`src/sgq_pkg.sv`:
```
// package for the serial gas query interpreter: offsets, fields, characters, codes
// assumes a 32-bit axi4-lite master and a byte-wide receive/transmit stream
package sgq_pkg;
  // ----------------------------------------
  // register offsets
  // ----------------------------------------
  localparam logic [7:0] REG_CONFIG = 8'h00;
  localparam logic [7:0] REG_STATUS_BYTES = 8'h04;
  localparam logic [7:0] REG_STATE = 8'h08;
  localparam logic [7:0] REG_VALUE_BASE = 8'h20;
  localparam int NUM_VALUES = 7;
  // ----------------------------------------
  // field positions and reset values
  // ----------------------------------------
  localparam int CFG_ADDR_LSB = 0;
  localparam int CFG_SERVICE_BIT = 16;
  localparam int CFG_ZSOPT_BIT = 17;
  localparam int CFG_COUNT_LSB = 24;
  localparam logic [11:0] RST_ADDR = 12'h000;
  localparam logic [2:0] RST_COUNT = 3'h7;
  localparam logic RST_SERVICE = 1'b0;
  localparam logic RST_ZSOPT = 1'b1;
  localparam int ST_ERR_LSB = 8;
  localparam logic ERR_UNUSED_MASK = 1'b0;
  localparam int STATE_BUSY_BIT = 8;
  localparam int STATE_DROP_LSB = 16;
  localparam int VAL_MSIGN_BIT = 31;
  localparam int VAL_MANT_LSB = 12;
  localparam int VAL_ESIGN_BIT = 11;
  localparam int VAL_EXP_LSB = 0;
  // ----------------------------------------
  // gas modes and characters
  // ----------------------------------------
  localparam logic [1:0] MODE_SAMPLE = 2'h0;
  localparam logic [1:0] MODE_ZERO = 2'h1;
  localparam logic [1:0] MODE_SPAN = 2'h2;
  localparam logic [7:0] CH_STX = 8'h02;
  localparam logic [7:0] CH_ETX = 8'h03;
  localparam logic [7:0] CH_CR = 8'h0d;
  localparam logic [7:0] CH_SP = 8'h20;
  localparam logic [7:0] CH_ZERO = 8'h30;
  localparam logic [7:0] CH_PLUS = 8'h2b;
  localparam logic [7:0] CH_MINUS = 8'h2d;
  localparam logic [7:0] CH_CTL_C1 = 8'h53;
  localparam logic [7:0] CH_CTL_C2 = 8'h54;
  localparam logic [7:0] CH_REQ_C1 = 8'h44;
  localparam logic [7:0] CH_REQ_C2 = 8'h41;
  localparam logic [7:0] CH_REP_C1 = 8'h4d;
  localparam logic [7:0] CH_REP_C2 = 8'h44;
  localparam logic [7:0] CH_LET_ZERO = 8'h4e;
  localparam logic [7:0] CH_LET_SPAN = 8'h4b;
  localparam logic [7:0] CH_LET_SAMPLE = 8'h4d;
  // ----------------------------------------
  // reply layout and axi response codes
  // ----------------------------------------
  localparam logic [4:0] HEAD_LAST = 5'h4;
  localparam logic [4:0] GROUP_LAST = 5'h1d;
  localparam logic [1:0] RESP_OKAY = 2'h0;
  localparam logic [1:0] RESP_SLVERR = 2'h2;
  // ----------------------------------------
  // state types
  // ----------------------------------------
  typedef enum logic [6:0] {
    P_IDLE = 7'h01, P_C1 = 7'h02, P_C2 = 7'h04, P_BODY = 7'h08,
    P_TERM = 7'h10, P_CK1 = 7'h20, P_CK2 = 7'h40
  } sgq_parse_type;
  typedef enum logic [3:0] {
    T_IDLE = 4'h1, T_HEAD = 4'h2, T_GRP = 4'h4, T_TAIL = 4'h8
  } sgq_tx_type;
endpackage

```
`src/sgq_top.sv`:
```
// serial gas query interpreter: frame parser, control letters, measurement reply
// assumes an axi4-lite master on aclk and a uart that moves bytes on aclk
// Function
// - control letters act only service off, option fitted
// - letters N, K, M select zero, span, sample
// - control frame: stx, code, address, letter, terminator
// - optional address must match; spaces may follow
// - bad frames and foreign addresses get no answer
// - valid measurement request starts a reply when the transmitter is idle
// - request without address: any space is invalid
// - request valid only with good frame, and good checksum when etx-terminated
// - reply: stx, code, count, groups, terminator
// - reply terminator mirrors the request terminator
// - two count digits give the group count
// - group addresses count up by one each
// - value: signed four-digit mantissa, signed two-digit exponent
// - status: operating hex, space, error hex
// - error bits listed upward; bit 7 zero
// - operating bits 0-4 are condition flags
// - operating bits 5-7 hold cylinder number
// - reserved field is ten zero characters
// - groups report co, co2, no, no2, nox, so2, o2
// - etx is followed by exactly two checksum characters
// - checksum sent as two hex characters, high first
`timescale 1ns/1ps
module sgq_top #(
  parameter int NUM_GROUPS = sgq_pkg::NUM_VALUES
) (
  input wire logic aclk,
  input wire logic aresetn,
  input wire logic [31:0] s_axi_awaddr,
  input wire logic s_axi_awvalid,
  output logic s_axi_awready,
  input wire logic [31:0] s_axi_wdata,
  input wire logic [3:0] s_axi_wstrb,
  input wire logic s_axi_wvalid,
  output logic s_axi_wready,
  output logic [1:0] s_axi_bresp,
  output logic s_axi_bvalid,
  input wire logic s_axi_bready,
  input wire logic [31:0] s_axi_araddr,
  input wire logic s_axi_arvalid,
  output logic s_axi_arready,
  output logic [31:0] s_axi_rdata,
  output logic [1:0] s_axi_rresp,
  output logic s_axi_rvalid,
  input wire logic s_axi_rready,
  input wire logic rx_valid,
  input wire logic [7:0] rx_data,
  output logic tx_valid,
  output logic [7:0] tx_data,
  input wire logic tx_ready,
  output logic [1:0] gas_mode
);
  // ----------------------------------------
  // helpers
  // ----------------------------------------
  function automatic logic [7:0] hex_char(input logic [3:0] n);
    hex_char = (n < 4'ha) ? (sgq_pkg::CH_ZERO + {4'h0, n}) : (8'h37 + {4'h0, n});
  endfunction
  function automatic logic [4:0] hex_val(input logic [7:0] c);
    // bit 4 marks a character that is not a hex digit
    if (c >= 8'h30 && c <= 8'h39) hex_val = {1'b0, c[3:0]};
    else if ((c >= 8'h41 && c <= 8'h46) || (c >= 8'h61 && c <= 8'h66)) hex_val = {1'b0, c[3:0] + 4'h9};
    else hex_val = 5'h10;
  endfunction
  function automatic logic [11:0] bcd_inc(input logic [11:0] b);
    logic [11:0] r;
    r = b;
    if (r[3:0] != 4'h9) r[3:0] = r[3:0] + 4'h1;
    else begin
      r[3:0] = 4'h0;
      if (r[7:4] != 4'h9) r[7:4] = r[7:4] + 4'h1;
      else begin
        r[7:4] = 4'h0;
        r[11:8] = (r[11:8] == 4'h9) ? 4'h0 : r[11:8] + 4'h1;
      end
    end
    bcd_inc = r;
  endfunction
  function automatic logic [31:0] merge(input logic [31:0] old, input logic [31:0] d, input logic [3:0] be);
    for (int i = 0; i < 4; i++) begin
      old[i*8 +: 8] = be[i] ? d[i*8 +: 8] : old[i*8 +: 8];
    end
    merge = old;
  endfunction

  // ----------------------------------------
  // registers
  // ----------------------------------------
  logic [11:0] cfg_addr;
  logic cfg_service;
  logic cfg_zsopt;
  logic [2:0] cfg_count;
  logic [7:0] op_status;
  logic [7:0] err_status;
  logic [31:0] values [NUM_GROUPS];
  logic [7:0] drop_count;
  logic wr_go;
  logic [7:0] wr_off;
  logic wr_hit;
  logic [7:0] rd_off;

  assign wr_go = s_axi_awvalid && s_axi_wvalid && !s_axi_bvalid;
  assign s_axi_awready = wr_go;
  assign s_axi_wready = wr_go;
  assign s_axi_arready = !s_axi_rvalid;
  assign wr_off = s_axi_awaddr[7:0];
  assign rd_off = s_axi_araddr[7:0];
  assign wr_hit = (s_axi_awaddr[31:8] == 24'h0) && (wr_off == sgq_pkg::REG_CONFIG ||
    wr_off == sgq_pkg::REG_STATUS_BYTES || wr_off == sgq_pkg::REG_STATE ||
    (wr_off >= sgq_pkg::REG_VALUE_BASE && wr_off < sgq_pkg::REG_VALUE_BASE + 8'(4 * NUM_GROUPS) &&
    wr_off[1:0] == 2'h0));

  always_ff @(posedge aclk) begin
    logic [31:0] m;
    m = 32'h0;
    if (!aresetn) begin
      cfg_addr <= sgq_pkg::RST_ADDR;
      cfg_service <= sgq_pkg::RST_SERVICE;
      cfg_zsopt <= sgq_pkg::RST_ZSOPT;
      cfg_count <= sgq_pkg::RST_COUNT;
      op_status <= 8'h00;
      err_status <= 8'h00;
      for (int i = 0; i < NUM_GROUPS; i++) begin
        values[i] <= 32'h0;
      end
    end else if (wr_go) begin
      if (wr_off == sgq_pkg::REG_CONFIG) begin
        m = merge({5'h0, cfg_count, 6'h0, cfg_zsopt, cfg_service, 4'h0, cfg_addr}, s_axi_wdata, s_axi_wstrb);
        cfg_addr <= m[sgq_pkg::CFG_ADDR_LSB +: 12];
        cfg_service <= m[sgq_pkg::CFG_SERVICE_BIT];
        cfg_zsopt <= m[sgq_pkg::CFG_ZSOPT_BIT];
        cfg_count <= m[sgq_pkg::CFG_COUNT_LSB +: 3];
      end else if (wr_off == sgq_pkg::REG_STATUS_BYTES) begin
        m = merge({16'h0, err_status, op_status}, s_axi_wdata, s_axi_wstrb);
        op_status <= m[7:0];
        err_status <= {sgq_pkg::ERR_UNUSED_MASK, m[sgq_pkg::ST_ERR_LSB +: 7]};
      end else if (wr_off >= sgq_pkg::REG_VALUE_BASE) begin
        for (int i = 0; i < NUM_GROUPS; i++) begin
          if (wr_off == sgq_pkg::REG_VALUE_BASE + 8'(4 * i)) begin
            values[i] <= merge(values[i], s_axi_wdata, s_axi_wstrb);
          end
        end
      end
    end
  end

  always_ff @(posedge aclk) begin
    if (!aresetn) begin
      s_axi_bvalid <= 1'b0;
      s_axi_bresp <= sgq_pkg::RESP_OKAY;
    end else if (wr_go) begin
      s_axi_bvalid <= 1'b1;
      s_axi_bresp <= wr_hit ? sgq_pkg::RESP_OKAY : sgq_pkg::RESP_SLVERR;
    end else if (s_axi_bready) begin
      s_axi_bvalid <= 1'b0;
    end
  end

  sgq_pkg::sgq_tx_type tx_state;

  always_ff @(posedge aclk) begin
    if (!aresetn) begin
      s_axi_rvalid <= 1'b0;
      s_axi_rdata <= 32'h0;
      s_axi_rresp <= sgq_pkg::RESP_OKAY;
    end else if (s_axi_arvalid && !s_axi_rvalid) begin
      s_axi_rvalid <= 1'b1;
      s_axi_rresp <= sgq_pkg::RESP_OKAY;
      s_axi_rdata <= 32'h0;
      if (s_axi_araddr[31:8] != 24'h0 || rd_off[1:0] != 2'h0) begin
        s_axi_rresp <= sgq_pkg::RESP_SLVERR;
      end else if (rd_off == sgq_pkg::REG_CONFIG) begin
        s_axi_rdata <= {5'h0, cfg_count, 6'h0, cfg_zsopt, cfg_service, 4'h0, cfg_addr};
      end else if (rd_off == sgq_pkg::REG_STATUS_BYTES) begin
        s_axi_rdata <= {16'h0, err_status, op_status};
      end else if (rd_off == sgq_pkg::REG_STATE) begin
        s_axi_rdata <= {8'h0, drop_count, 7'h0, (tx_state != sgq_pkg::T_IDLE), 6'h0, gas_mode};
      end else if (rd_off >= sgq_pkg::REG_VALUE_BASE && rd_off < sgq_pkg::REG_VALUE_BASE + 8'(4 * NUM_GROUPS)) begin
        s_axi_rdata <= values[3'((rd_off - sgq_pkg::REG_VALUE_BASE) >> 2)];
      end else begin
        s_axi_rresp <= sgq_pkg::RESP_SLVERR;
      end
    end else if (s_axi_rready) begin
      s_axi_rvalid <= 1'b0;
    end
  end

  // ----------------------------------------
  // frame parser
  // ----------------------------------------
  sgq_pkg::sgq_parse_type p_state;
  logic is_ctl;
  logic [1:0] ndig;
  logic [9:0] addr_val;
  logic spc_seen;
  logic [1:0] letter_mode;
  logic use_etx;
  logic [7:0] rx_sum;
  logic [3:0] ck_hi;
  logic [9:0] cfg_bin;
  logic addr_ok;
  logic [4:0] hv;
  logic is_digit;
  logic accept;
  logic drop;
  logic req_start;
  logic req_etx;

  assign cfg_bin = 10'(cfg_addr[11:8]) * 10'd100 + 10'(cfg_addr[7:4]) * 10'd10 + 10'(cfg_addr[3:0]);
  // a request with no address digits must not carry a space either
  assign addr_ok = (ndig == 2'h0) ? (is_ctl || !spc_seen) : (addr_val == cfg_bin);
  assign hv = hex_val(rx_data);
  assign is_digit = rx_data >= 8'h30 && rx_data <= 8'h39;

  always_ff @(posedge aclk) begin
    accept <= 1'b0;
    drop <= 1'b0;
    if (!aresetn) begin
      p_state <= sgq_pkg::P_IDLE;
      is_ctl <= 1'b0;
      ndig <= 2'h0;
      addr_val <= 10'h0;
      spc_seen <= 1'b0;
      letter_mode <= sgq_pkg::MODE_SAMPLE;
      use_etx <= 1'b0;
      rx_sum <= 8'h0;
      ck_hi <= 4'h0;
    end else if (rx_valid) begin
      rx_sum <= rx_sum ^ rx_data;
      if (rx_data == sgq_pkg::CH_STX) begin
        p_state <= sgq_pkg::P_C1;
        rx_sum <= rx_data;
        ndig <= 2'h0;
        addr_val <= 10'h0;
        spc_seen <= 1'b0;
        drop <= (p_state != sgq_pkg::P_IDLE);
      end else begin
        case (p_state)
          sgq_pkg::P_C1: begin
            is_ctl <= (rx_data == sgq_pkg::CH_CTL_C1);
            p_state <= (rx_data == sgq_pkg::CH_CTL_C1 || rx_data == sgq_pkg::CH_REQ_C1) ? sgq_pkg::P_C2 : sgq_pkg::P_IDLE;
            drop <= !(rx_data == sgq_pkg::CH_CTL_C1 || rx_data == sgq_pkg::CH_REQ_C1);
          end
          sgq_pkg::P_C2: begin
            if (rx_data == (is_ctl ? sgq_pkg::CH_CTL_C2 : sgq_pkg::CH_REQ_C2)) begin
              p_state <= sgq_pkg::P_BODY;
            end else begin
              p_state <= sgq_pkg::P_IDLE;
              drop <= 1'b1;
            end
          end
          sgq_pkg::P_BODY: begin
            if (is_digit && ndig != 2'h3) begin
              ndig <= ndig + 2'h1;
              addr_val <= 10'(addr_val * 4'd10) + {6'h0, rx_data[3:0]};
            end else if (rx_data == sgq_pkg::CH_SP) begin
              spc_seen <= 1'b1;
            end else if (is_ctl && (rx_data == sgq_pkg::CH_LET_ZERO || rx_data == sgq_pkg::CH_LET_SPAN ||
                rx_data == sgq_pkg::CH_LET_SAMPLE)) begin
              letter_mode <= (rx_data == sgq_pkg::CH_LET_ZERO) ? sgq_pkg::MODE_ZERO :
                (rx_data == sgq_pkg::CH_LET_SPAN) ? sgq_pkg::MODE_SPAN : sgq_pkg::MODE_SAMPLE;
              p_state <= sgq_pkg::P_TERM;
            end else if (!is_ctl && (rx_data == sgq_pkg::CH_CR || rx_data == sgq_pkg::CH_ETX) && addr_ok) begin
              use_etx <= (rx_data == sgq_pkg::CH_ETX);
              accept <= (rx_data == sgq_pkg::CH_CR);
              p_state <= (rx_data == sgq_pkg::CH_ETX) ? sgq_pkg::P_CK1 : sgq_pkg::P_IDLE;
            end else begin
              p_state <= sgq_pkg::P_IDLE;
              drop <= 1'b1;
            end
          end
          sgq_pkg::P_TERM: begin
            if ((rx_data == sgq_pkg::CH_CR || rx_data == sgq_pkg::CH_ETX) && addr_ok) begin
              use_etx <= (rx_data == sgq_pkg::CH_ETX);
              accept <= (rx_data == sgq_pkg::CH_CR);
              p_state <= (rx_data == sgq_pkg::CH_ETX) ? sgq_pkg::P_CK1 : sgq_pkg::P_IDLE;
            end else begin
              p_state <= sgq_pkg::P_IDLE;
              drop <= 1'b1;
            end
          end
          sgq_pkg::P_CK1: begin
            rx_sum <= rx_sum;
            ck_hi <= hv[3:0];
            p_state <= hv[4] ? sgq_pkg::P_IDLE : sgq_pkg::P_CK2;
            drop <= hv[4];
          end
          sgq_pkg::P_CK2: begin
            rx_sum <= rx_sum;
            accept <= !hv[4] && ({ck_hi, hv[3:0]} == rx_sum);
            drop <= hv[4] || ({ck_hi, hv[3:0]} != rx_sum);
            p_state <= sgq_pkg::P_IDLE;
          end
          default: begin
            p_state <= sgq_pkg::P_IDLE;
          end
        endcase
      end
    end
  end

  assign req_start = accept && !is_ctl && (tx_state == sgq_pkg::T_IDLE);
  assign req_etx = use_etx;

  always_ff @(posedge aclk) begin
    if (!aresetn) begin
      gas_mode <= sgq_pkg::MODE_SAMPLE;
    end else if (accept && is_ctl && !cfg_service && cfg_zsopt) begin
      gas_mode <= letter_mode;
    end
  end

  // drops saturate; a request met by a busy transmitter counts as dropped
  always_ff @(posedge aclk) begin
    if (!aresetn) begin
      drop_count <= 8'h0;
    end else if ((drop || (accept && !is_ctl && !req_start)) && drop_count != 8'hff) begin
      drop_count <= drop_count + 8'h1;
    end
  end

  // ----------------------------------------
  // reply transmitter
  // ----------------------------------------
  logic [4:0] idx;
  logic [2:0] grp;
  logic [2:0] ngrp;
  logic tx_etx;
  logic [11:0] rep_addr;
  logic [7:0] tx_sum;
  logic [31:0] cur_val;
  logic [7:0] cur_byte;
  logic load;
  logic last_byte;

  assign cur_val = values[grp];
  assign load = (tx_state != sgq_pkg::T_IDLE) && (!tx_valid || tx_ready);

  always_comb begin
    cur_byte = sgq_pkg::CH_SP;
    last_byte = 1'b0;
    case (tx_state)
      sgq_pkg::T_HEAD: begin
        case (idx)
          5'h0: cur_byte = sgq_pkg::CH_STX;
          5'h1: cur_byte = sgq_pkg::CH_REP_C1;
          5'h2: cur_byte = sgq_pkg::CH_REP_C2;
          5'h3: cur_byte = sgq_pkg::CH_ZERO;
          default: cur_byte = sgq_pkg::CH_ZERO + {5'h0, ngrp};
        endcase
      end
      sgq_pkg::T_GRP: begin
        if (idx == 5'h1) cur_byte = sgq_pkg::CH_ZERO + {4'h0, rep_addr[11:8]};
        else if (idx == 5'h2) cur_byte = sgq_pkg::CH_ZERO + {4'h0, rep_addr[7:4]};
        else if (idx == 5'h3) cur_byte = sgq_pkg::CH_ZERO + {4'h0, rep_addr[3:0]};
        else if (idx == 5'h5) cur_byte = cur_val[sgq_pkg::VAL_MSIGN_BIT] ? sgq_pkg::CH_MINUS : sgq_pkg::CH_PLUS;
        else if (idx >= 5'h6 && idx <= 5'h9) begin
          cur_byte = sgq_pkg::CH_ZERO + {4'h0, cur_val[sgq_pkg::VAL_MANT_LSB + 4 * (9 - int'(idx)) +: 4]};
        end else if (idx == 5'ha) begin
          cur_byte = cur_val[sgq_pkg::VAL_ESIGN_BIT] ? sgq_pkg::CH_MINUS : sgq_pkg::CH_PLUS;
        end else if (idx == 5'hb) cur_byte = sgq_pkg::CH_ZERO + {4'h0, cur_val[sgq_pkg::VAL_EXP_LSB + 4 +: 4]};
        else if (idx == 5'hc) cur_byte = sgq_pkg::CH_ZERO + {4'h0, cur_val[sgq_pkg::VAL_EXP_LSB +: 4]};
        else if (idx == 5'he) cur_byte = hex_char(op_status[7:4]);
        else if (idx == 5'hf) cur_byte = hex_char(op_status[3:0]);
        else if (idx == 5'h11) cur_byte = hex_char(err_status[7:4]);
        else if (idx == 5'h12) cur_byte = hex_char(err_status[3:0]);
        else if (idx >= 5'h14) cur_byte = sgq_pkg::CH_ZERO;
      end
      sgq_pkg::T_TAIL: begin
        if (idx == 5'h0) begin
          cur_byte = tx_etx ? sgq_pkg::CH_ETX : sgq_pkg::CH_CR;
          last_byte = !tx_etx;
        end else if (idx == 5'h1) begin
          cur_byte = hex_char(tx_sum[7:4]);
        end else begin
          cur_byte = hex_char(tx_sum[3:0]);
          last_byte = 1'b1;
        end
      end
      default: cur_byte = sgq_pkg::CH_SP;
    endcase
  end

  always_ff @(posedge aclk) begin
    if (!aresetn) begin
      tx_state <= sgq_pkg::T_IDLE;
      idx <= 5'h0;
      grp <= 3'h0;
      ngrp <= 3'h1;
      tx_etx <= 1'b0;
      rep_addr <= 12'h0;
      tx_sum <= 8'h0;
    end else if (tx_state == sgq_pkg::T_IDLE) begin
      if (req_start) begin
        tx_state <= sgq_pkg::T_HEAD;
        idx <= 5'h0;
        grp <= 3'h0;
        // count register is clamped to the groups actually held
        ngrp <= (cfg_count == 3'h0) ? 3'h1 : ((32'(cfg_count) > NUM_GROUPS) ? 3'(NUM_GROUPS) : cfg_count);
        tx_etx <= req_etx;
        rep_addr <= cfg_addr;
        tx_sum <= 8'h0;
      end
    end else if (load) begin
      if (!(tx_state == sgq_pkg::T_TAIL && idx != 5'h0)) begin
        tx_sum <= tx_sum ^ cur_byte;
      end
      idx <= idx + 5'h1;
      if (last_byte) begin
        tx_state <= sgq_pkg::T_IDLE;
      end else if (tx_state == sgq_pkg::T_HEAD && idx == sgq_pkg::HEAD_LAST) begin
        tx_state <= sgq_pkg::T_GRP;
        idx <= 5'h0;
      end else if (tx_state == sgq_pkg::T_GRP && idx == sgq_pkg::GROUP_LAST) begin
        idx <= 5'h0;
        grp <= grp + 3'h1;
        rep_addr <= bcd_inc(rep_addr);
        if (grp + 3'h1 == ngrp) begin
          tx_state <= sgq_pkg::T_TAIL;
        end
      end
    end
  end

  always_ff @(posedge aclk) begin
    if (!aresetn) begin
      tx_valid <= 1'b0;
      tx_data <= 8'h0;
    end else if (load) begin
      tx_valid <= 1'b1;
      tx_data <= cur_byte;
    end else if (tx_ready) begin
      tx_valid <= 1'b0;
    end
  end
endmodule

```
`config.mk`:
```
export PLATFORM = sky130hd
export DESIGN_NAME = sgq_top
export DESIGN_NICKNAME = d
export VERILOG_FILES = /design/src/sgq_pkg.sv /design/src/sgq_top.sv
export SDC_FILE = /design/constraint.sdc
export NUM_CORES = 1
export LEC_CHECK = 0
export ABC_AREA = 1
export BUFFER_PORTS_ARGS = -buffer_cell sky130_fd_sc_hd__buf_2
export CAP_MARGIN = 10
export CORE_MARGIN = 1.5
export CORE_UTILIZATION = 45
export DETAILED_ROUTE_END_ITERATION = 7
export GPL_TIMING_DRIVEN = 0
export PLACE_DENSITY_LB_ADDON = 0.05
export SETUP_SLACK_MARGIN = 0.2
export SYNTH_ARGS = -nofsm -noshare
export SYNTH_HDL_FRONTEND = slang
export SYNTH_SLANG_ARGS = --single-unit
```
`constraint.sdc`:
```
create_clock -name aclk -period 3.4 [get_ports aclk]
set_input_delay 0.51 -clock aclk [delete_from_list [all_inputs] [get_ports aclk]]
set_output_delay 0.51 -clock aclk [all_outputs]
set_load 0.01 [all_outputs]
```
* After elaboration in Yosys (flattened, before gate mapping)
Memory sizes are Yosys's and may differ from the RTL's. A register that Yosys moved wholly into a read port is not among the register bits.
Cells that the tools add are included.
** Operators by class
- Add/subtract/negate cells :: 33
- Multiply operators :: 3
- Order comparisons :: 19
- Eq/ne operators :: 98
- Shift-type cells :: 1
- Multiplexer cells :: 238
- Bitwise operators :: 36
- Reduce and logical (&&, ||, !) cells :: 124
** Operators by type and width (count)
- $mux W8 :: 63
- $mux W7 :: 24
- $mux W32 :: 5
- $add A6 B4 Y7 const A :: 16
- $mux W1 :: 81
- $mux W12 :: 6
- $eq A8 B6 Y1 const B :: 8
- $reduce_and A2 Y1 :: 32
- $mux W4 :: 13
- $mux W5 :: 10
- $eq A8 B7 Y1 const B :: 5
- $mux W3 :: 12
- $pmux W7 S5 :: 1
- $shiftx A32 B9 Y4 :: 1
- $mux W10 :: 3
- $logic_and A1 B1 Y1 :: 28
- $ne A1 B1 Y1 const B :: 28
- $or A1 B1 Y1 :: 28
- $pmux W7 S4 :: 1
- $reduce_and A3 Y1 :: 9
- $eq A5 B4 Y1 const B :: 5
- $eq A8 B4 Y1 const B :: 3
- $ge A8 B6 Y1 const B :: 3
- $logic_not A24 Y1 :: 1
- other kinds (77) :: 166
** Storage, ports and cells
- Register bits :: 163
- RAM bits :: 224
- Input port bits :: 117
- Output and inout port bits :: 52
- Logic and storage cells :: 589
- Memories :: 1
** Memory list
- values :: words 7, bits a word 32, rd ports 2, clocked after Yosys merged registers in 1, wr ports 7, RTL line sgq_top.sv:97 : logic [31:0] values [NUM_GROUPS];

* Longest topological paths before layout
Gate-level depths: netlist of run 1.
- Depth after elaboration :: 19
- Gate-level depth with buffers :: 26
- Depth with buffers taken out :: 25

* Worst setup path before layout of run 1
No wires, ideal clock.
- Path kind :: register -> register
- Start :: reg cfg_addr[7]
- End :: reg p_state[0]
- Library setup time :: 0.115 ns
- Arrival time :: 3.318 ns
- Required time :: 3.285 ns
- Setup slack :: -0.032 ns
- Cell stages (with the launch flop) :: 19
- Buffers on the path :: 0
- Period minus slack after synthesis :: 3.432 ns
- Cell sequence :: dfxtp_1 > ha_1 > ha_1 > fa_1 > ha_1 > ha_1 > a21oi_1 > o21ai_1 > xor2_1 > xor2_1 > nand3b_1 > nor2_1 > nand3_1 > a21oi_1 > nand2_1 > o21ai_1 > nand2_1 > nand2_1 > nand2_1
** On the way
- Cells in the longest elaborated chain, start to end :: 12
- Elaborated cells between the ends (all ways) :: 14
- Those cells by class :: add/sub (2); mul (1); eq/ne (1); mux (8); reduce/logical (2)
** Ends and longest elaborated chain
- start, declared :: RTL line sgq_top.sv:91 : logic [11:0] cfg_addr;
- start signal, assigned :: RTL line sgq_top.sv:119 : cfg_addr <= sgq_pkg::RST_ADDR;
- start signal, assigned :: RTL line sgq_top.sv:131 : cfg_addr <= m[sgq_pkg::CFG_ADDR_LSB +: 12];
- $mul A4 B3 Y7 * :: RTL line sgq_top.sv:211 : assign cfg_bin = 10'(cfg_addr[11:8]) * 10'd100 + 10'(cfg_addr[7:4]) * 10'd10 + 10'(cfg_addr[3:0]);
- $add A10 B8 Y10 * :: RTL line sgq_top.sv:211
- $add A10 B4 Y10 * :: RTL line sgq_top.sv:211
- $eq A10 B10 Y1 * :: RTL line sgq_top.sv:213 : assign addr_ok = (ndig == 2'h0) ? (is_ctl || !spc_seen) : (addr_val == cfg_bin);
- $mux W1 * :: RTL line sgq_top.sv:213
- $logic_and A1 B1 Y1 :: RTL line sgq_top.sv:265 : end else if (!is_ctl && (rx_data == sgq_pkg::CH_CR || rx_data == sgq_pkg::CH_ETX) && addr_ok) begin
- $mux W6 :: RTL line sgq_top.sv:265
- $mux W6 :: RTL line sgq_top.sv:260 : end else if (is_ctl && (rx_data == sgq_pkg::CH_LET_ZERO || rx_data == sgq_pkg::CH_LET_SPAN ||
- $mux W7 :: RTL line sgq_top.sv:258 : end else if (rx_data == sgq_pkg::CH_SP) begin
- $mux W7 :: RTL line sgq_top.sv:255 : if (is_digit && ndig != 2'h3) begin
- $pmux W7 S5 * :: RTL line sgq_top.sv:240 : case (p_state)
- $mux W7 * :: RTL line sgq_top.sv:232 : if (rx_data == sgq_pkg::CH_STX) begin
- end signal, assigned :: RTL line sgq_top.sv:233 : p_state <= sgq_pkg::P_C1;
- end signal, assigned :: RTL line sgq_top.sv:243 : p_state <= (rx_data == sgq_pkg::CH_CTL_C1 || rx_data == sgq_pkg::CH_REQ_C1) ? sgq_pkg::P_C2 : sgq_pkg::P_IDLE;
- end signal, assigned :: RTL line sgq_top.sv:264 : p_state <= sgq_pkg::P_TERM;
- end, declared :: RTL line sgq_top.sv:193 : sgq_pkg::sgq_parse_type p_state;
Every way passes the cells marked *; elsewhere a longest branch is shown, timed or not. The select of a mux whose other input is x is not followed.
A chain may end at the register's enable or synchronous reset.

* Worst setup path in the final report of run 1
- Start :: reg cfg_addr[5]
- End :: reg drop
** On the way
- Cells in the longest elaborated chain, start to end :: 12
- Elaborated cells between the ends (all ways) :: 14
- Those cells by class :: add/sub (2); mul (1); eq/ne (1); mux (8); reduce/logical (2)
** Ends and longest elaborated chain
- $mul A4 B3 Y7 * :: RTL line sgq_top.sv:211
- $add A10 B8 Y10 * :: RTL line sgq_top.sv:211
- $add A10 B4 Y10 * :: RTL line sgq_top.sv:211
- $eq A10 B10 Y1 * :: RTL line sgq_top.sv:213
- $mux W1 * :: RTL line sgq_top.sv:213
- $logic_and A1 B1 Y1 :: RTL line sgq_top.sv:265
- $mux W1 :: RTL line sgq_top.sv:265
- $mux W1 :: RTL line sgq_top.sv:260
- $mux W1 :: RTL line sgq_top.sv:258
- $mux W1 :: RTL line sgq_top.sv:255
- $pmux W1 S6 * :: RTL line sgq_top.sv:240
- $mux W1 * :: RTL line sgq_top.sv:232
- end signal, assigned :: RTL line sgq_top.sv:238 : drop <= (p_state != sgq_pkg::P_IDLE);
- end signal, assigned :: RTL line sgq_top.sv:244 : drop <= !(rx_data == sgq_pkg::CH_CTL_C1 || rx_data == sgq_pkg::CH_REQ_C1);
- end signal, assigned :: RTL line sgq_top.sv:288 : drop <= hv[4];
- end, declared :: RTL line sgq_top.sv:207 : logic drop;
Every way passes the cells marked *; elsewhere a longest branch is shown, timed or not.

==> results of run 1 <==
## cell usage in the layout (no fill, tap or decap), types with 50 or more instances in the layout
cell,n
nand2_1,576
nor2_1,359
inv_1,328
a21oi_1,224
edfxtp_1,224
buf_2,197
nand3_1,190
o21ai_0,172
dfxtp_1,154
o22ai_1,79
clkbuf_1,60
ha_1,51
o211ai_1,50
## cell type report
class | count | area share (%)
flip-flops and latches | 386 | 38.87
plain buffers | 124 | 2.332
well taps | 664 | 3.233
repair buffers | 173 | 3.495
clock buffers | 60 | 5.039
clock inverters | 23 | 1.159
inverters | 344 | 5.068
multi-input cells | 2012 | 40.81
## how the worst max path moves through the flow
stage | from | to
final | cfg_addr[5] | drop
after global routing | cfg_addr[5] | drop
after detailed placement | idx[0] | tx_sum[2]
after global placement | s_axi_awvalid | values[5][7]
after floorplan | cfg_addr[7] | p_state[0]
after CTS | cfg_addr[5] | p_state[0]
## per-layer routing
| metal | track usage (%) | wire length, um |
|---|---|---|
| met1 | 48.95 | 37670 |
| met2 | 55.28 | 40170 |
| met3 | 7.329 | 10210 |
| met4 | 19.87 | 5364 |
| met5 | 0 | 39 |
## flip-flops by register name (all words and copies together) (netlist names), 4 cells and up, named ones only
name	flops
values	224
s_axi_rdata	32
cfg_addr	12
rep_addr	12
addr_val	10
drop_count	8
op_status	8
rx_sum	8
err_status	7
p_state	7
tx_data	7
tx_sum	7
idx	5
ck_hi	4
tx_state	4
## kinds of logic (layout without fill, tap and decap cells)
family,count (synthesis),after routing,synth area share [%]
AOI/OAI and AO/OA,645,645,16.72
xor gates and xnor gates,45,45,1.851
adders and majority gates,67,67,4.031
buffers and inverters,468,724,8.418
DFF,386,386,45.11
muxes,2,2,0.09058
other,1,3,0.01697
and+or+nand+nor,1250,1250,23.77
## power groups by stage
| stage | sequential (mW) | combinational (mW) | clock, mW |
|---|---|---|---|
| 5_1_grt | 5.42 | 4.05 | 5.49 |
| 3_3_place_gp | 5.48 | 3.56 | 0 |
| 4_1_cts | 5.39 | 3.64 | 5.31 |
| 6_report | 5.40 | 3.86 | 5.30 |
| 2_1_floorplan | 5.42 | 2.15 | 0 |
| 3_5_place_dp | 5.48 | 3.59 | 0 |
## timing repair
action,4_1_cts,5_1_grt
setup endpoints to repair,87,63
pin swaps,6,6
setup buffers,6,3
hold buffers,0,0
gates resized for setup,34,31
==> run summary, run 1 <==
Outcome: complete, but fails checks
Failing checks: negative setup slack
Drt total wl: 93.45 mm
First-pass GRT wire length: 133.9 mm
Setup tns final: -0.2542 ns
Post-synthesis cell type count: 60
Post-synthesis sequential area ratio: 45.11%
Leak: 11.12 nW
Placed inst area: 23830 um^2
CTS buffer count: 46
DR vias/cell: 5.952
Die area: 50450 um^2
Final Cell Area: 25700 um^2
Critical path required time: 3.89 ns
I/O Buffers: 159
Async S/R FF share, synth: 0%
EDFF count, synth: 224
Final Skew: 0.02990 ns
Avg Cell Area, Syn: 7.717 um^2
Synthesized cell area: 22100 um^2
I/O pins: 169
Yosys reg bits: 386
DRC Markers: 0
Inst Count DP: 3694
Primary FF master, synth: edfxtp_1
RSZ-0062 raised after global routing: yes
Delay-heaviest family, CP: adder cells
Top-count cell post-synth: nand2_1
Most frequent CP cell: ha_4
Layout net count: 3271
Largest cells by area after synthesis: edfxtp_1, dfxtp_1, nand2_1, nor2_1, inv_1
Crit path cell chain: ha_4 -> ha_4 -> fa_1 -> ha_4 -> ha_4 -> nand2_2 -> o21ai_2 -> a21oi_1 -> o21bai_1 -> xor3_1 -> nor2_1 -> nand3_2 -> a21oi_4 -> nand2_2 -> nand3b_1 -> nand3_1 -> nand2_1 -> inv_1
Commonest cells in the netlist: nand2_1, nor2_1, inv_1
Die H: 224.6 um
Top-area cell type share of the netlist area: 30.43%
Fill count: 4785
Worst reg2reg startpoint: cfg_addr[5]
Hold Path Origin: s_axi_bready
Setup violations, final: 4
Seq. cell area: 9990 um^2
R2R depth: 18
Type of element capturing the critical path: flop
Wire per inst: 24.68 um
Mapped Cells: 2864
Total track usage: 36.46%
Final core utilization: 52.72%
Crit path arrival time: 3.99 ns
Drt pass-1 iters: 8
Final Hold Vio Count: 0
Max cap viols: 0
Sw frac: 35.74%
# rows: 81
Tmin final: 3.498 ns
Pint: 9.357 mW
CP Class: flop to flop
Antenna diode count: 0
Worst Path Max Fanout: 5
Starting density of the core: 45.34%
R2R Setup Slk: -0.1 ns
Gpl congestion: 1.032
Root buf cell: clkbuf_16
CTS H-tree lvls: 2
Pwr dens: 566.6 nW/um^2
CTS tree: done
Max-slew violations: 0
Share of post-route cells with drive strength above 1: 12.62%
CP max stage delay: 0.53 ns
CP startpoint kind: flop
Vias: 22540
Post-DP HPWL: 68.94 mm
Layout Cells excl Fill: 3786
CTS Sinks: 386
Share of total power in sequential cells: 37.1%
Multi-input gate area: 10490 um^2
Drt first-iter violations: 3025
Worst Hold Class: primary input to flop
Min-Delay Path Depth: 2
Grt total ovfl: 0
Core Box Area: 48750 um^2
Ys Warns: 0
Vias in the first global route: 20800
Setup WS pre-CTS: -0.7683 ns
Area Growth Syn to Fin: 16.29%
Critical-path top delay cell: fa_1
Combinational Power Share: 26.5%
Initial antenna violation count: 4
Setup WS post-layout: -0.09830 ns
Peak supply drop: 518.7 uV
Worst r2r dst: drop
Largest net degree at the start of global routing: 14
Switch Pwr: 5.205 mW
Antenna Nets Post-Route: 0
FMAX: 285.9 MHz
Chip width: 224.6 um
Sink of the worst hold path: s_axi_bvalid
Final Cycle Share: 102.9%
Worst-Margin Slew: 1.360 ns
Clk buf depth: 3
Clk network pwr share: 36.4%
CP bufs+invs: 1
Rel. slew slack: 9.345%
Hold Slack: 0.1075 ns
Total power: 14.56 mW
CP Depth: 18
Worst-path clk slew: 0.06 ns
Largest area contributor in the netlist: edfxtp_1
Clock Latency Late Sink: 0.61 ns
(Power assumes the default switching activity.)
==> run 2: changes to the inputs <==
--- a/config.mk
+++ b/config.mk
@@ -6,7 +6,7 @@
 export NUM_CORES = 1
 export LEC_CHECK = 0
 export ABC_AREA = 1
-export BUFFER_PORTS_ARGS = -buffer_cell sky130_fd_sc_hd__buf_2
+export BUFFER_PORTS_ARGS = -buffer_cell sky130_fd_sc_hd__buf_4
 export CAP_MARGIN = 10
 export CORE_MARGIN = 1.5
 export CORE_UTILIZATION = 45
==> run 2 against run 1 <==
Effect of this change: the flow still finishes with violations (negative setup slack); sequential share of layout area fell by 0.39 points; clock-buffer cell count fell by 10; wire length fell by 0.11%; final area rose by 1.1%; total power fell by 1.5%; non-clock buffer count did not move; critical path type unchanged.
==> run summary, run 2 (synthesis gave the netlist of run 1 again) <==
Outcome: complete, but fails checks
Failing checks: negative setup slack
Hold Path Origin: s_axi_bready
Type of element capturing the critical path: flop
Clock Latency Late Sink: 0.62 ns (about the same)
Gpl congestion: 0.9975 (-3.3%)
Total power: 14.34 mW (-1.5%)
Crit path arrival time: 3.93 ns (-0.06 ns)
Chip width: 224.6 um (unchanged)
Grt total ovfl: 0 (unchanged)
Commonest non-fill, non-tap cell in the layout: nand2_1
Starting density of the core: 45.34% (unchanged)
Worst r2r dst: req_etx
I/O pins: 169 (unchanged)
Core Box Area: 48750 um^2 (unchanged)
Critical path required time: 3.88 ns (about the same)
Vias in the first global route: 21260 (+2.2%)
Commonest non-fill, non-tap cells in the layout: nand2_1, nor2_1, inv_1
CP bufs+invs: 0 (-1)
Worst reg2reg startpoint: cfg_addr[5]
Top Registers: values (224), s_axi_rdata (32)
Pwr dens: 551.7 nW/um^2 (-2.6%)
CP startpoint kind: flop
Inst Count DP: 3694 (unchanged)
Largest net degree at the start of global routing: 14 (unchanged)
FMAX: 289.9 MHz (+1.4%)
Peak supply drop: 347.6 uV (-33%)
Area Growth Syn to Fin: 17.58%
DRC Markers: 0 (unchanged)
CP Class: flop to flop
Layout Cells excl Fill: 3787 (+0.026%)
CTS tree: done
CTS H-tree lvls: 2 (unchanged)
Sink of the worst hold path: s_axi_bvalid
Drt total wl: 93.34 mm (-0.11%)
Most frequent CP cell: ha_4
CTS Sinks: 386 (unchanged)
Total track usage: 36.60% (+0.14 points)
Final Cycle Share: 101.4% (-1.4 points)
Post-DP HPWL: 69.25 mm (+0.45%)
Delay-heaviest family, CP: adder cells
Share of post-route cells with drive strength above 1: 12.42% (-0.20 points)
Worst Hold Class: primary input to flop
Worst Path Max Fanout: 4 (-1)
CP max stage delay: 0.54 ns (about the same)
Biggest register: values
Die area: 50450 um^2 (unchanged)
RSZ-0062 raised after global routing: yes
Max-slew violations: 0 (unchanged)
R2R Setup Slk: -0.05 ns (+0.05 ns)
# rows: 81 (unchanged)
Initial antenna violation count: 3 (-1)
I/O Buffers: 159 (unchanged)
Antenna Nets Post-Route: 0 (unchanged)
Clk buf depth: 3 (unchanged)
Layout net count: 3270 (-0.031%)
Final Hold Vio Count: 0 (unchanged)
Leak: 11.16 nW (+0.29%)
Setup violations, final: 3 (-1)
DR vias/cell: 5.917 (-0.60%)
Max cap viols: 0 (unchanged)
Drt pass-1 iters: 6 (-2)
Setup WS post-layout: -0.04910 ns (+0.04920 ns)
Vias: 22410 (-0.57%)
Wire per inst: 24.65 um (-0.14%)
Die H: 224.6 um (unchanged)
R2R depth: 18 (unchanged)
Root buf cell: clkbuf_16
Drt first-iter violations: 2841 (-6.1%)
Hold buffers post-CTS: 0 (unchanged)
Antenna diode count: 0 (unchanged)
Tmin final: 3.449 ns (-0.04920 ns)
Worst-path clk slew: 0.06 ns (about the same)
First-pass GRT wire length: 134.4 mm (+0.41%)
Min-Delay Path Depth: 2 (unchanged)
Rel. slew slack: 15.27% (+5.9 points)
Critical-path top delay cell: fa_1
Final Skew: 0.03701 ns (+0.007107 ns)
CTS buffer count: 45 (-2.2%)
Worst-Margin Slew: 1.261 ns (-0.09853 ns)
Crit path cell chain: ha_4 -> ha_4 -> fa_1 -> ha_4 -> ha_4 -> nand2_2 -> o21ai_2 -> a21oi_1 -> o21bai_1 -> xor3_1 -> nor2_2 -> nand3_2 -> nand2_1 -> nand2_2 -> a21oi_2 -> nand3_1 -> nand2_1 -> nor2_1
Max reg flops: 224 (unchanged)
[run 2: power by group]
group          internal, mW  switching (mW)  leakage, nW
logic                  1.10            2.88         6.84
clock network          2.83            2.14        0.712
registers              5.18           0.202         3.61
[run 2: worst max-delay path by stage]
stage                            from         end  slack (ns)  cells past startpoint
after floorplan           cfg_addr[7]  p_state[0]        0.20                     18
after global placement         idx[0]   tx_sum[1]       -0.92                     15
after detailed placement       idx[0]   tx_sum[1]       -0.99                     15
after CTS                 cfg_addr[5]  p_state[0]       -0.04                     18
after global routing      cfg_addr[5]  p_state[0]       -0.27                     18
final                     cfg_addr[5]     req_etx       -0.05                     18
[run 2: worst register-to-register path: stages, from the launching register on]
cell,delay (ns)
dfxtp_4,0.36
ha_4,0.25
ha_4,0.16
fa_1,0.54
ha_4,0.22
ha_4,0.28
nand2_2,0.05
o21ai_2,0.15
a21oi_1,0.08
o21bai_1,0.15
xor3_1,0.25
nor2_2,0.11
nand3_2,0.15
nand2_1,0.12
nand2_2,0.08
a21oi_2,0.17
nand3_1,0.09
nand2_1,0.06
nor2_1,0.05
[run 2: repair_timing]
action	CTS	global route
endpoints found under the setup margin	90	24
pin swaps	7	4
gates resized for setup	36	27
buffers inserted	6	3
[run 2: layout make-up]
type / count / area, um^2
Buffer: 124 / 594.3
Clock buffer: 50 / 1145
Clock inverter: 34 / 334.1
Fill cell: 4689 / 22760
Inverter: 344 / 1300
Multi-Input combinational cell: 2012 / 10480
Sequential cell: 386 / 9998
Tap cell: 664 / 830.8
Timing Repair Buffer: 173 / 1309
[run 2: layer usage]
layer	global-route usage [%]	vias up	part of all wire, %
li1	-	10170	-
met1	47.80	10590	40
met2	56.38	1341	44
met3	8.138	308	11
met4	20.16	6	6.0
met5	0	-	0.047
[run 2: per-stage QoR]
stage	utilization [%]	hold WS [ns]	instance area [um^2]	TNS (ns)	worst slack (ns)
2_1_floorplan	-	0.4371	22160	0	0.2007
3_3_place_gp	49.62	0.4529	24190	-70.09	-0.9244
3_5_place_dp	49.70	0.4595	24230	-28.41	-0.9852
4_1_cts	53.07	0.08592	25870	-0.07171	-0.03523
5_1_grt	53.31	0.1111	25990	-1.011	-0.2681
6_report	53.31	0.1137	25990	-0.1441	-0.04910
